## config.mk

```make
export PLATFORM = sky130hd
export DESIGN_NAME = cpvp_top
export DESIGN_NICKNAME = d
export VERILOG_FILES = /design/src/cpvp_pkg.sv /design/src/cpvp_top.sv
export SDC_FILE = /design/constraint.sdc
export NUM_CORES = 1
export LEC_CHECK = 0
export BUFFER_PORTS_ARGS = -buffer_cell sky130_fd_sc_hd__buf_2
export CORE_MARGIN = 2
export CORE_UTILIZATION = 25
export CTS_BUF_LIST = sky130_fd_sc_hd__clkbuf_2
export CTS_CLUSTER_DIAMETER = 120
export DETAILED_ROUTE_END_ITERATION = 8
export GPL_ROUTABILITY_DRIVEN = 0
export PLACE_DENSITY = 0.45
export SLEW_MARGIN = 20
export SYNTH_ARGS = -nofsm -noshare
export SYNTH_HDL_FRONTEND = slang
export SYNTH_SLANG_ARGS = --single-unit
```

## constraint.sdc

```tcl
create_clock -name ref_clk_i -period 8.4 [get_ports ref_clk_i]
set_input_delay 0.42 -clock ref_clk_i [delete_from_list [all_inputs] [get_ports ref_clk_i]]
set_output_delay 0.42 -clock ref_clk_i [all_outputs]
set_load 0.02 [all_outputs]
```

## src/cpvp_pkg.sv

```systemverilog
//-----------------------------------------------------------------------
// Purpose: constants and types of the cell and pack voltage protection
// Assumes: 50 MHz clock, APB register access, one-second timer tick
// Notes:   protection index 0 cell over, 1 pack over, 2 cell under
//-----------------------------------------------------------------------
package cpvp_pkg;

    //-------------------------------------------------------------------
    // timing
    //-------------------------------------------------------------------
    localparam int CPVP_CLK_HZ = 50_000_000;
    localparam int CPVP_TICK_MS = 1000;
    localparam int CPVP_TICK_CYCLES = CPVP_CLK_HZ / 1000 * CPVP_TICK_MS;

    //-------------------------------------------------------------------
    // register byte offsets
    //-------------------------------------------------------------------
    localparam logic [7:0] CPVP_CTRL = 8'h00;
    localparam logic [7:0] CPVP_MEAS_CELL = 8'h04;
    localparam logic [7:0] CPVP_MEAS_PACK = 8'h08;
    localparam logic [7:0] CPVP_MEAS_IT = 8'h0C;
    localparam logic [7:0] CPVP_COV_CFG = 8'h10;
    localparam logic [7:0] CPVP_POV_CFG = 8'h14;
    localparam logic [7:0] CPVP_CUV_CFG = 8'h18;
    localparam logic [7:0] CPVP_TIME_CFG = 8'h1C;
    localparam logic [7:0] CPVP_COMP_CFG = 8'h20;
    localparam logic [7:0] CPVP_CUR_CFG = 8'h24;
    localparam logic [7:0] CPVP_CHG_CFG = 8'h28;
    localparam logic [7:0] CPVP_PRECHG = 8'h2C;
    localparam logic [7:0] CPVP_STATUS = 8'h30;
    localparam logic [7:0] CPVP_REQ = 8'h34;
    localparam logic [7:0] CPVP_IRQ_STAT = 8'h38;
    localparam logic [7:0] CPVP_IRQ_MASK = 8'h3C;

    //-------------------------------------------------------------------
    // field positions
    //-------------------------------------------------------------------
    localparam int CPVP_HI = 16;
    localparam int CPVP_ZV_LO = 0;
    localparam int CPVP_ZV_HI = 1;
    localparam int CPVP_DSG_FLAG = 2;
    localparam int CPVP_FD_CLR = 3;
    localparam int CPVP_POV_T = 8;
    localparam int CPVP_CUV_T = 16;
    localparam int CPVP_HYS = 16;
    localparam int CPVP_DELTA = 24;
    localparam int CPVP_NPROT = 3;

    //-------------------------------------------------------------------
    // reset values
    //-------------------------------------------------------------------
    localparam logic [15:0] CPVP_COV_THR_RST = 16'h10CC;
    localparam logic [15:0] CPVP_COV_REC_RST = 16'h0F3C;
    localparam logic [15:0] CPVP_POV_THR_RST = 16'h445C;
    localparam logic [15:0] CPVP_POV_REC_RST = 16'h3E80;
    localparam logic [15:0] CPVP_CUV_THR_RST = 16'h0898;
    localparam logic [15:0] CPVP_CUV_REC_RST = 16'h0BB8;
    localparam logic [7:0] CPVP_TIME_RST = 8'h02;
    localparam logic [15:0] CPVP_OT_CHG_RST = 16'h0226;
    localparam logic [7:0] CPVP_HYS_RST = 8'h64;
    localparam logic [7:0] CPVP_DELTA_RST = 8'h14;
    localparam logic [15:0] CPVP_CUR_THR_RST = 16'h0064;
    localparam logic [15:0] CPVP_CHG_I_RST = 16'h07D0;
    localparam logic [15:0] CPVP_CHG_V_RST = 16'h41A0;
    localparam logic [15:0] CPVP_PRE_I_RST = 16'h0064;

    //-------------------------------------------------------------------
    // types
    //-------------------------------------------------------------------
    typedef struct packed {
        logic [1:0] zv_sel;
        logic discharging;
        logic [15:0] max_cell;
        logic [15:0] min_cell;
        logic [15:0] pack;
        logic [15:0] current;
        logic [15:0] temp;
    } cpvp_meas_t;

    typedef struct packed {
        logic [2:0][15:0] thr;
        logic [2:0][15:0] rec;
        logic [2:0][7:0] qtime;
        logic [15:0] ot_chg;
        logic [7:0] hys;
        logic [7:0] delta;
        logic [15:0] dsg_thr;
        logic [15:0] chg_thr;
        logic [15:0] chg_i;
        logic [15:0] chg_v;
        logic [15:0] pre_i;
    } cpvp_cfg_t;

    typedef struct packed {
        logic [18:0] rsvd;
        logic zv_fet;
        logic dsg_fet;
        logic chg_fet;
        logic discharge_inhibited_flag;
        logic fd;
        logic terminate_discharge_alarm;
        logic tca;
        logic [2:0] safety;
        logic [2:0] alert;
    } cpvp_status_t;

    typedef enum logic [1:0] {
        CPVP_IDLE,
        CPVP_PENDING,
        CPVP_LATCHED
    } cpvp_prot_st_t;

endpackage : cpvp_pkg

```

## src/cpvp_top.sv

```systemverilog
//-----------------------------------------------------------------------
// Purpose: cell over, pack over and cell under voltage protection
// Assumes: firmware writes measurements over APB once per update
// Notes:   all latch and recovery decisions are taken on the one-second tick
//-----------------------------------------------------------------------
//
// Chosen here: the register addresses and the APB register port.
`timescale 1ns/1ns

module cpvp_top
    import cpvp_pkg::*;
#(
    parameter int TICK_CYCLES = CPVP_TICK_CYCLES
) (
    // clock and reset
    input wire logic ref_clk_i,
    input wire logic rstn_i,
    // apb slave
    input wire logic psel_i,
    input wire logic penable_i,
    input wire logic pwrite_i,
    input wire logic [7:0] paddr_i,
    input wire logic [31:0] pwdata_i,
    output logic [31:0] prdata_o,
    output logic pready_o,
    output logic pslverr_o,
    // fet drives and interrupt
    output logic chg_fet_o,
    output logic dsg_fet_o,
    output logic zero_volt_charge_fet_o,
    output logic irq_o
);

    //-------------------------------------------------------------------
    // address decode
    //-------------------------------------------------------------------
    function automatic logic addr_ok(input logic [7:0] a);
        addr_ok = (a[1:0] == 2'h0) && (a <= CPVP_IRQ_MASK);
    endfunction : addr_ok

    logic wr_en;
    logic rd_done;
    logic setup;
    assign setup = psel_i && !penable_i;
    assign wr_en = psel_i && penable_i && pready_o && pwrite_i;
    assign rd_done = psel_i && penable_i && pready_o && !pwrite_i;

    //-------------------------------------------------------------------
    // tick divider
    //-------------------------------------------------------------------
    logic [31:0] tick_cnt;
    logic [31:0] next_tick_cnt;
    logic tick;
    logic next_tick;

    always_comb begin
        next_tick = 1'b0;
        next_tick_cnt = tick_cnt + 32'h1;
        if (tick_cnt >= 32'(TICK_CYCLES - 1)) begin
            next_tick_cnt = 32'h0;
            next_tick = 1'b1;
        end
    end

    always_ff @(posedge ref_clk_i or negedge rstn_i) begin
        if (!rstn_i) begin
            tick_cnt <= 32'h0;
            tick <= 1'b0;
        end else begin
            tick_cnt <= next_tick_cnt;
            tick <= next_tick;
        end
    end

    //-------------------------------------------------------------------
    // configuration and measurement registers
    //-------------------------------------------------------------------
    cpvp_meas_t meas;
    cpvp_meas_t next_meas;
    cpvp_cfg_t cfg;
    cpvp_cfg_t next_cfg;
    logic [31:0] irq_mask;
    logic [31:0] next_irq_mask;
    logic fd_clr;

    always_comb begin
        next_meas = meas;
        next_cfg = cfg;
        next_irq_mask = irq_mask;
        fd_clr = 1'b0;
        if (wr_en) begin
            case (paddr_i)
                CPVP_CTRL: begin
                    next_meas.zv_sel = {pwdata_i[CPVP_ZV_HI],
                                        pwdata_i[CPVP_ZV_LO]};
                    next_meas.discharging = pwdata_i[CPVP_DSG_FLAG];
                    fd_clr = pwdata_i[CPVP_FD_CLR];
                end
                CPVP_MEAS_CELL: begin
                    next_meas.max_cell = pwdata_i[15:0];
                    next_meas.min_cell = pwdata_i[31:CPVP_HI];
                end
                CPVP_MEAS_PACK: next_meas.pack = pwdata_i[15:0];
                CPVP_MEAS_IT: begin
                    next_meas.current = pwdata_i[15:0];
                    next_meas.temp = pwdata_i[31:CPVP_HI];
                end
                CPVP_COV_CFG: begin
                    next_cfg.thr[0] = pwdata_i[15:0];
                    next_cfg.rec[0] = pwdata_i[31:CPVP_HI];
                end
                CPVP_POV_CFG: begin
                    next_cfg.thr[1] = pwdata_i[15:0];
                    next_cfg.rec[1] = pwdata_i[31:CPVP_HI];
                end
                CPVP_CUV_CFG: begin
                    next_cfg.thr[2] = pwdata_i[15:0];
                    next_cfg.rec[2] = pwdata_i[31:CPVP_HI];
                end
                CPVP_TIME_CFG: begin
                    next_cfg.qtime[0] = pwdata_i[7:0];
                    next_cfg.qtime[1] = pwdata_i[CPVP_POV_T +: 8];
                    next_cfg.qtime[2] = pwdata_i[CPVP_CUV_T +: 8];
                end
                CPVP_COMP_CFG: begin
                    next_cfg.ot_chg = pwdata_i[15:0];
                    next_cfg.hys = pwdata_i[CPVP_HYS +: 8];
                    next_cfg.delta = pwdata_i[CPVP_DELTA +: 8];
                end
                CPVP_CUR_CFG: begin
                    next_cfg.dsg_thr = pwdata_i[15:0];
                    next_cfg.chg_thr = pwdata_i[31:CPVP_HI];
                end
                CPVP_CHG_CFG: begin
                    next_cfg.chg_i = pwdata_i[15:0];
                    next_cfg.chg_v = pwdata_i[31:CPVP_HI];
                end
                CPVP_PRECHG: next_cfg.pre_i = pwdata_i[15:0];
                CPVP_IRQ_MASK: next_irq_mask = {26'h0, pwdata_i[5:0]};
                default: next_irq_mask = irq_mask;
            endcase
        end
    end

    always_ff @(posedge ref_clk_i or negedge rstn_i) begin
        if (!rstn_i) begin
            meas <= '0;
            cfg.thr <= {CPVP_CUV_THR_RST, CPVP_POV_THR_RST,
                        CPVP_COV_THR_RST};
            cfg.rec <= {CPVP_CUV_REC_RST, CPVP_POV_REC_RST,
                        CPVP_COV_REC_RST};
            cfg.qtime <= {CPVP_TIME_RST, CPVP_TIME_RST, CPVP_TIME_RST};
            cfg.ot_chg <= CPVP_OT_CHG_RST;
            cfg.hys <= CPVP_HYS_RST;
            cfg.delta <= CPVP_DELTA_RST;
            cfg.dsg_thr <= CPVP_CUR_THR_RST;
            cfg.chg_thr <= CPVP_CUR_THR_RST;
            cfg.chg_i <= CPVP_CHG_I_RST;
            cfg.chg_v <= CPVP_CHG_V_RST;
            cfg.pre_i <= CPVP_PRE_I_RST;
            irq_mask <= 32'h0;
        end else begin
            meas <= next_meas;
            cfg <= next_cfg;
            irq_mask <= next_irq_mask;
        end
    end

    //-------------------------------------------------------------------
    // fault conditions
    //-------------------------------------------------------------------
    logic signed [17:0] temp_s;
    logic signed [17:0] hot_lim;
    logic signed [17:0] cur_s;
    logic comp_on;
    logic [15:0] cov_thr_eff;
    logic [2:0] fault;
    logic [2:0] recovered;
    logic dsg_cur;
    logic chg_cur;

    assign temp_s = 18'(signed'(meas.temp));
    assign cur_s = 18'(signed'(meas.current));
    assign hot_lim = signed'({2'h0, cfg.ot_chg}) -
                     signed'({10'h0, cfg.hys});
    // compensation only while charging, hot, and with a nonzero delta
    assign comp_on = !meas.discharging && (cfg.delta != 8'h0) &&
                     (temp_s > hot_lim);
    assign cov_thr_eff = comp_on ? cfg.thr[0] - {8'h0, cfg.delta}
                                 : cfg.thr[0];
    assign fault[0] = meas.max_cell >= cov_thr_eff;
    assign fault[1] = meas.pack >= cfg.thr[1];
    assign fault[2] = meas.min_cell <= cfg.thr[2];
    assign recovered[0] = meas.max_cell <= cfg.rec[0];
    assign recovered[1] = meas.pack <= cfg.rec[1];
    assign recovered[2] = meas.min_cell >= cfg.rec[2];
    assign dsg_cur = cur_s <= -signed'({2'h0, cfg.dsg_thr});
    assign chg_cur = cur_s >= signed'({2'h0, cfg.chg_thr});

    //-------------------------------------------------------------------
    // qualification timers and latches
    //-------------------------------------------------------------------
    cpvp_prot_st_t st [CPVP_NPROT];
    cpvp_prot_st_t next_st [CPVP_NPROT];
    logic [7:0] qcnt [CPVP_NPROT];
    logic [7:0] next_qcnt [CPVP_NPROT];
    logic [2:0] ev_latch;
    logic [2:0] ev_recover;

    always_comb begin
        for (int i = 0; i < CPVP_NPROT; i++) begin
            next_st[i] = st[i];
            next_qcnt[i] = qcnt[i];
            ev_latch[i] = 1'b0;
            ev_recover[i] = 1'b0;
            if (tick) begin
                case (st[i])
                    CPVP_IDLE, CPVP_PENDING: begin
                        // zero time disables; a cleared fault restarts
                        if (fault[i] && cfg.qtime[i] != 8'h0) begin
                            if (qcnt[i] + 8'h1 >= cfg.qtime[i]) begin
                                next_st[i] = CPVP_LATCHED;
                                next_qcnt[i] = 8'h0;
                                ev_latch[i] = 1'b1;
                            end else begin
                                next_st[i] = CPVP_PENDING;
                                next_qcnt[i] = qcnt[i] + 8'h1;
                            end
                        end else begin
                            next_st[i] = CPVP_IDLE;
                            next_qcnt[i] = 8'h0;
                        end
                    end
                    CPVP_LATCHED: begin
                        if (recovered[i]) begin
                            next_st[i] = CPVP_IDLE;
                            ev_recover[i] = 1'b1;
                        end
                    end
                    default: begin
                        next_st[i] = CPVP_IDLE;
                        next_qcnt[i] = 8'h0;
                    end
                endcase
            end
        end
    end

    generate
        for (genvar g = 0; g < CPVP_NPROT; g++) begin : g_prot
            always_ff @(posedge ref_clk_i or negedge rstn_i) begin
                if (!rstn_i) begin
                    st[g] <= CPVP_IDLE;
                    qcnt[g] <= 8'h0;
                end else begin
                    st[g] <= next_st[g];
                    qcnt[g] <= next_qcnt[g];
                end
            end
        end
    endgenerate

    //-------------------------------------------------------------------
    // flags, fets, charging requests
    //-------------------------------------------------------------------
    logic [2:0] alert;
    logic [2:0] next_lat;
    cpvp_status_t status;
    cpvp_status_t next_status;
    logic [15:0] req_i;
    logic [15:0] req_v;
    logic [15:0] next_req_i;
    logic [15:0] next_req_v;
    logic chg_off;
    logic dsg_off;

    always_comb begin
        for (int i = 0; i < CPVP_NPROT; i++) begin
            alert[i] = (next_st[i] == CPVP_PENDING);
            next_lat[i] = (next_st[i] == CPVP_LATCHED);
        end
    end

    // the body diode case: reverse current lets the fet conduct again
    assign chg_off = (next_lat[0] && !dsg_cur) ||
                     (next_lat[1] && !dsg_cur);
    assign dsg_off = next_lat[2] && !chg_cur;

    always_comb begin
        next_status = status;
        next_status.rsvd = '0;
        next_status.alert = alert;
        next_status.safety = next_lat;
        next_status.chg_fet = !chg_off;
        next_status.dsg_fet = !dsg_off;
        // latched overvoltage keeps the zero-volt fet off unless zv_sel[1] is set and cell under is latched
        next_status.zv_fet = (meas.zv_sel[0] && !(next_lat[0] || next_lat[1]))
                             || (meas.zv_sel[1] && next_lat[2]);
        next_status.tca = next_lat[0] || next_lat[1];
        next_status.terminate_discharge_alarm = next_lat[2];
        next_status.discharge_inhibited_flag = next_lat[2];
        // fully discharged stays until software clears it; set wins
        next_status.fd = (status.fd && !fd_clr) || ev_latch[2];
        next_req_v = cfg.chg_v;
        next_req_i = cfg.chg_i;
        if (next_lat[2]) begin
            next_req_i = cfg.pre_i;
        end
        if (next_lat[0] || next_lat[1]) begin
            next_req_i = 16'h0;
            next_req_v = 16'h0;
        end
    end

    always_ff @(posedge ref_clk_i or negedge rstn_i) begin
        if (!rstn_i) begin
            status <= '0;
            req_i <= 16'h0;
            req_v <= 16'h0;
        end else begin
            status <= next_status;
            req_i <= next_req_i;
            req_v <= next_req_v;
        end
    end

    //-------------------------------------------------------------------
    // interrupts: sticky events, cleared by reading
    //-------------------------------------------------------------------
    logic [5:0] irq_stat;
    logic [5:0] next_irq_stat;
    logic next_irq;

    always_comb begin
        next_irq_stat = irq_stat;
        if (rd_done && paddr_i == CPVP_IRQ_STAT) begin
            next_irq_stat = 6'h0;
        end
        next_irq_stat = next_irq_stat | {ev_recover, ev_latch};
        next_irq = |(next_irq_stat & irq_mask[5:0]);
    end

    //-------------------------------------------------------------------
    // apb answer, registered so every output leaves a flop
    //-------------------------------------------------------------------
    logic [31:0] rd_mux;
    logic [31:0] next_prdata;
    logic next_pready;
    logic next_pslverr;

    always_comb begin
        case (paddr_i)
            CPVP_CTRL: rd_mux = {29'h0, meas.discharging, meas.zv_sel};
            CPVP_MEAS_CELL: rd_mux = {meas.min_cell, meas.max_cell};
            CPVP_MEAS_PACK: rd_mux = {16'h0, meas.pack};
            CPVP_MEAS_IT: rd_mux = {meas.temp, meas.current};
            CPVP_COV_CFG: rd_mux = {cfg.rec[0], cfg.thr[0]};
            CPVP_POV_CFG: rd_mux = {cfg.rec[1], cfg.thr[1]};
            CPVP_CUV_CFG: rd_mux = {cfg.rec[2], cfg.thr[2]};
            CPVP_TIME_CFG: rd_mux = {8'h0, cfg.qtime[2], cfg.qtime[1],
                                     cfg.qtime[0]};
            CPVP_COMP_CFG: rd_mux = {cfg.delta, cfg.hys, cfg.ot_chg};
            CPVP_CUR_CFG: rd_mux = {cfg.chg_thr, cfg.dsg_thr};
            CPVP_CHG_CFG: rd_mux = {cfg.chg_v, cfg.chg_i};
            CPVP_PRECHG: rd_mux = {16'h0, cfg.pre_i};
            CPVP_STATUS: rd_mux = status;
            CPVP_REQ: rd_mux = {req_v, req_i};
            CPVP_IRQ_STAT: rd_mux = {26'h0, irq_stat};
            CPVP_IRQ_MASK: rd_mux = irq_mask;
            default: rd_mux = 32'h0;
        endcase
        next_pready = setup;
        next_pslverr = setup && !addr_ok(paddr_i);
        next_prdata = (setup && !pwrite_i) ? rd_mux : 32'h0;
    end

    always_ff @(posedge ref_clk_i or negedge rstn_i) begin
        if (!rstn_i) begin
            irq_stat <= 6'h0;
            irq_o <= 1'b0;
            prdata_o <= 32'h0;
            pready_o <= 1'b0;
            pslverr_o <= 1'b0;
            chg_fet_o <= 1'b0;
            dsg_fet_o <= 1'b0;
            zero_volt_charge_fet_o <= 1'b0;
        end else begin
            irq_stat <= next_irq_stat;
            irq_o <= next_irq;
            prdata_o <= next_prdata;
            pready_o <= next_pready;
            pslverr_o <= next_pslverr;
            chg_fet_o <= next_status.chg_fet;
            dsg_fet_o <= next_status.dsg_fet;
            zero_volt_charge_fet_o <= next_status.zv_fet;
        end
    end

endmodule : cpvp_top

```

Yosys cells after proc, flatten, opt, wreduce, memory -nomap -nowiden. Cells that the tools add are included.

Input port bits: 45. Register bits: 469.

Eq/ne operators: 27. Add/subtract/negate cells: 7. Reduce and logical (&&, ||, !) cells: 63. Muxes and demuxes: 56. Order comparisons: 14. Bitwise logic cells: 5.

Operator list (count): 32-bit one-hot mux with 16 select lines (1); 8-bit by 6-bit == test with 1-bit output (second input constant) (8); 16-bit two-way mux (4); 32-bit two-way mux (2); 16-bit greater-or-equal comparator (3); 16-bit <= comparator (3); 8-bit two-way mux (6); 8-bit one-hot mux with 2 select lines (3); 32-bit by 1-bit adder with 32-bit output (second input constant) (1); 8-bit by 5-bit == test with 1-bit output (second input constant) (4); 32-bit by 26-bit greater-or-equal comparator with 1-bit output (second input constant) (1); 2-bit AND reduction (16); 8-bit nonzero test (4); 8-bit by 1-bit adder with 8-bit output (second input constant) (3); 8-bit greater-or-equal comparator (3); 1-bit two-way mux (24); 2-bit two-way mux (12); 1-bit logical AND (20); 16-bit by 18-bit <= comparator with 1-bit output (1); 16-bit negation with 18-bit output (1); 16-bit by 17-bit greater-or-equal comparator with 1-bit output (1); 16-bit by 17-bit greater-than comparator with 1-bit output (1); 16-bit by 8-bit subtractor with 17-bit output (1); 8-bit by 4-bit == test with 1-bit output (second input constant) (2); 16 further kinds (47).

Longest topological paths before layout.
Depth after elaboration: 14. Depth in mapped cells: 32.

Worst setup path before layout. No wires, ideal clock.

Path type: register to register. Start point: register cfg[96] (netlist name). End point: register req_v[10]. Data required time: 8.281 ns. Path buffers: 2. Path slack: 2.670 ns. Stages on the path, launching flop included: 31. Arrival: 5.611 ns. Path through: dfrtp_1 > inv_1 > ha_1 > inv_1 > fa_1 > a21o_1 > a21oi_1 > o21ai_1 > a21oi_1 > o21bai_1 > a2111oi_0 > xnor2_1 > ha_1 > nand4_1 > nor2_1 > nand4_1 > o21bai_1 > a31oi_2 > buf_2 > nor2_1 > a21oi_1 > ha_1 > nand2b_1 > a211o_1 > o211ai_1 > a211oi_1 > o221ai_2 > a21boi_4 > a21oi_4 > buf_4 > and2_1.

Cells in the longest elaborated chain, start to end: 12.

RTL lines: start: declaration (line cpvp_top.sv:80) `cpvp_cfg_t cfg;`; start signal: assignment (line cpvp_top.sv:164) `cfg <= next_cfg;`; 16-bit by 8-bit subtractor with 17-bit output (line cpvp_top.sv:184) `assign hot_lim = signed'({2'h0, cfg.ot_chg}) -`; 16-bit by 17-bit greater-than comparator with 1-bit output (line cpvp_top.sv:188) `(temp_s > hot_lim);`; 1-bit logical AND (line cpvp_top.sv:187) `assign comp_on = !meas.discharging && (cfg.delta != 8'h0) &&`; 16-bit two-way mux (line cpvp_top.sv:189) `assign cov_thr_eff = comp_on ? cfg.thr[0] - {8'h0, cfg.delta}`; 16-bit greater-or-equal comparator (line cpvp_top.sv:191) `assign fault[0] = meas.max_cell >= cov_thr_eff;`; 1-bit logical AND (line cpvp_top.sv:220) `if (fault[i] && cfg.qtime[i] != 8'h0) begin`; 2-bit two-way mux (line cpvp_top.sv:220); 2-bit one-hot mux with 2 select lines (line cpvp_top.sv:217) `case (st[i])`; 2-bit two-way mux (line cpvp_top.sv:216) `if (tick) begin`; 2-bit == test (line cpvp_top.sv:280) `next_lat[i] = (next_st[i] == CPVP_LATCHED);`; 1-bit logical OR (line cpvp_top.sv:309) `if (next_lat[0] || next_lat[1]) begin`; 16-bit two-way mux (line cpvp_top.sv:309); named net next_req_v[10] (line cpvp_top.sv:273) `logic [15:0] next_req_v;`; end signal: assignment (line cpvp_top.sv:323) `req_v <= next_req_v;`; end: declaration (line cpvp_top.sv:271) `logic [15:0] req_v;`.

The timed path passes the listed nets, and every way through them passes these cells. A chain may end at the register's enable or synchronous reset.

==> summary.md <==
### Run status
• outcome: completed

### Setup path
• Largest stage delay, worst path: 710 ps
• origin of the worst setup path: cfg[96]
• data arrival time of the critical path: 8790 ps
• crit start category: register
• Worst EP required: 9570 ps
• Crit-path slowest cell: sky130_fd_sc_hd__a2111oi_0
• Crit Reg-Reg Startpoint: cfg[96]
• CP Max Fanout: 19
• Worst Setup Path Type: reg -> reg
• Worst setup EP type: register

### Synthesis
• register bit total from synthesis: 468
• simple-gate area share of the yosys netlist: 8.44%
• share of the synthesized area in compound gates (AO/OA/AOI/OAI): 13.2%
• number of library cell types mapped by synthesis: 77
• mux share of post-synthesis cell area: 15.1%
• proportion of synthesized chip area in sequential cells: 46.7%
• top_reg_cell synth: sky130_fd_sc_hd__dfrtp_1
• combined area of all synthesized cells: 25300 um^2
• Post-synth ARST share: 100%
• number of flops mapped to enable cells by yosys: 0
• post-synthesis adder-cell area fraction: 9.72%
• per-instance average area after synthesis: 11.4 um^2
• gate count of the mapped netlist: 2210
• synthesis warning total: 0
• dominant combinational cell family by area after synthesis: multiplexers
• xor/xnor cell area share of the yosys netlist: 2.71%

### Routing
• Wirelength per Cell: 24.1 um
• remaining antenna violation count: 0
• via count: 19800
• # DRC: 0
• final wirelength: 93400 um
• ratio of routed vias to standard cells: 5.11
• detailed router's first-iteration violation count: 1551
• number of detailed-route iterations in the first pass: 7

### Floorplanning
• core region area: 100000 um^2
• row count: 116
• die extent in y: 322 um
• Initial Utilization: 25.2%
• Die Area: 104000 um^2
• Top Ports: 83
• Die Wd: 322 um

### Global routing
• GR Overflow Total: 0
• antenna violations before repair: 2
• maximum number of pins on one net before global-route repair: 167
• wire length of the first global-routing pass: 138000 um
• via count of the first global-routing pass: 20700
• combined global-route utilization of all metal layers: 18.1%

### Power
• highest ir drop seen on vdd: 0.0950 mV
• leakage power total: 14.2 nW
• power density relative to cell area: 150 nW/um^2
• total power: 4.44 mW

### Timing
• number of max-slew violations in the final report: 0
• RSZ-0062 raised after global routing: false
• Finish-stage setup viols: 0
• Hold Violations, Final: 0
• Max Clock Skew: 151 ps
• Final WS setup: 782 ps
• fin crit period: 7620 ps
• share of the clock period used by the worst path after layout: 90.7%
• final-layout worst hold slack: 325 ps
• highest attainable clock frequency: 0.131 GHz
• slew at the pin closest to its max-slew limit: 1100 ps
• Max-Slew Margin vs Limit: 26.1%
• sum of negative setup slack: 0 ps

### Clock tree
• clock network latency to the later pin of the worst-skew pair: 1390 ps
• clock root buffer: sky130_fd_sc_hd__clkbuf_2
• number of H-tree branching levels: 4
• number of sinks driven by the clock tree: 468
• Setup Fix Bufs, Post-CTS: 0
• buffer levels on the longest clock path: 3
• CTS clock-pin slew for the worst setup and hold paths: 100 ps
• clock buffers created by TritonCTS: 137
• TritonCTS clock tree: done

### Hold path
• startpoint of the lowest-slack hold path: psel_i
• type of the worst min-delay path: in -> reg

### Cells and area
• utilization after layout: 29.5%
• non-filler instance count after layout: 3871
• nets: 2704
• most used cells in the layout excluding fill and tap cells: sky130_fd_sc_hd__dfrtp_1 (401), sky130_fd_sc_hd__mux2_1 (217), sky130_fd_sc_hd__clkbuf_2 (215)
• count of fill cells added during filler insertion: 10400
• commonest non-fill, non-tap cell in the layout: sky130_fd_sc_hd__dfrtp_1
• final instance area: 29500 um^2
• Area growth, synth to finish: 17.0%
• layout cells sized above 1: 21.6%

### Placement
• DP Worst Slack: 631 ps
• total instance count after detailed placement: 3525
• placed instance area: 27200 um^2
• Port Buf Inserts: 82
• post-DP HPWL: 64200 um

### Job
• number of maximum-capacitance constraint violations: 0

==> worst max-delay path: cells and delay by family, from the launching register on <==
kind / cells / cell delay [ps]
AOI/OAI and AO/OA: 17 / 4810
adders and majority gates: 4 / 1240
buffers and inverters: 3 / 420
DFF: 1 / 410
and+or+nand+nor: 3 / 400
xor gates and xnor gates: 1 / 160
==> cell type report <==
class                   count  area, um^2  area share (%)
clock buffers             215        1080            3.64
multi-input cells        1488       12600            42.5
clock inverters            32         246           0.834
flip-flops and latches    468       11800            39.9
well taps                1298        1620            5.50
inverters                 163         614            2.08
diodes                      1        2.50         0.00847
repair buffers            206        1630            5.51
==> final timing paths <==
check	to	slack, ps	cells after the start
setup / recovery	chg_fet_o	780	28
hold / removal	irq_stat[4]	330	6
setup reg to reg	chg_fet_o	780	28
hold reg to reg	tick_cnt[0]	490	1
max in group asynchronous	cfg[77]	6900	4
min in group asynchronous	cfg[50]	340	3
==> what timing repair did <==
item	in CTS	in global routing
endpoints found under the hold margin	774	0
setup endpoints to repair	0	18
hold buffers	98	0
gates resized for setup	0	1
==> Yosys cell counts, types with 42 or more instances <==
master,instances,share of area (%)
sky130_fd_sc_hd__a21o_1,42,1.2
sky130_fd_sc_hd__a21oi_1,61,1.2
sky130_fd_sc_hd__a221oi_1,63,2.2
sky130_fd_sc_hd__a22o_1,52,1.8
sky130_fd_sc_hd__a22oi_1,48,1.4
sky130_fd_sc_hd__clkbuf_1,48,0.71
sky130_fd_sc_hd__dfrtp_1,401,40
sky130_fd_sc_hd__dfstp_2,67,7.0
sky130_fd_sc_hd__ha_1,193,9.6
sky130_fd_sc_hd__inv_1,156,2.3
sky130_fd_sc_hd__mux2_1,217,9.7
sky130_fd_sc_hd__mux2_2,104,4.6
sky130_fd_sc_hd__nand2_1,101,1.5
sky130_fd_sc_hd__nor2_1,115,1.7
sky130_fd_sc_hd__xor2_1,44,1.5
==> flip-flops by register name, summed over array words and instances (netlist names), 6 cells and up <==
name and cells:
st 6, prdata_o 32, qcnt 24, irq_stat 6, status 8, irq_mask 6
cur_s 16, tick_cnt 32, req_i 16, cfg 232, meas 67, req_v 16
==> report_power, final <==
part | switching (mW) | leakage (nW) | internal, mW
sequential | 0.0258 | 6.24 | 2.28
combinational | 0.181 | 7.00 | 0.0959
clock | 1.07 | 0.998 | 0.798
==> cells by family after synthesis <==
group / count (synthesis)
flip-flops: 468
multiplexers: 342
buffers and inverters: 259
XOR/XNOR: 78
AO/OA/AOI/OAI: 438
other: 1
adder cells (fa/ha/maj): 195
AND/OR/NAND/NOR: 429
==> metal layers <==
layer  part of all wire, %  wire [um]  track usage [%]
met1                    44      41500             23.9
met2                    46      43100             29.1
met3                   6.1       5660             3.63
met4                   3.4       3160             7.21
met5                 0.014         13                0
Power figures use the tool's default switching activity.
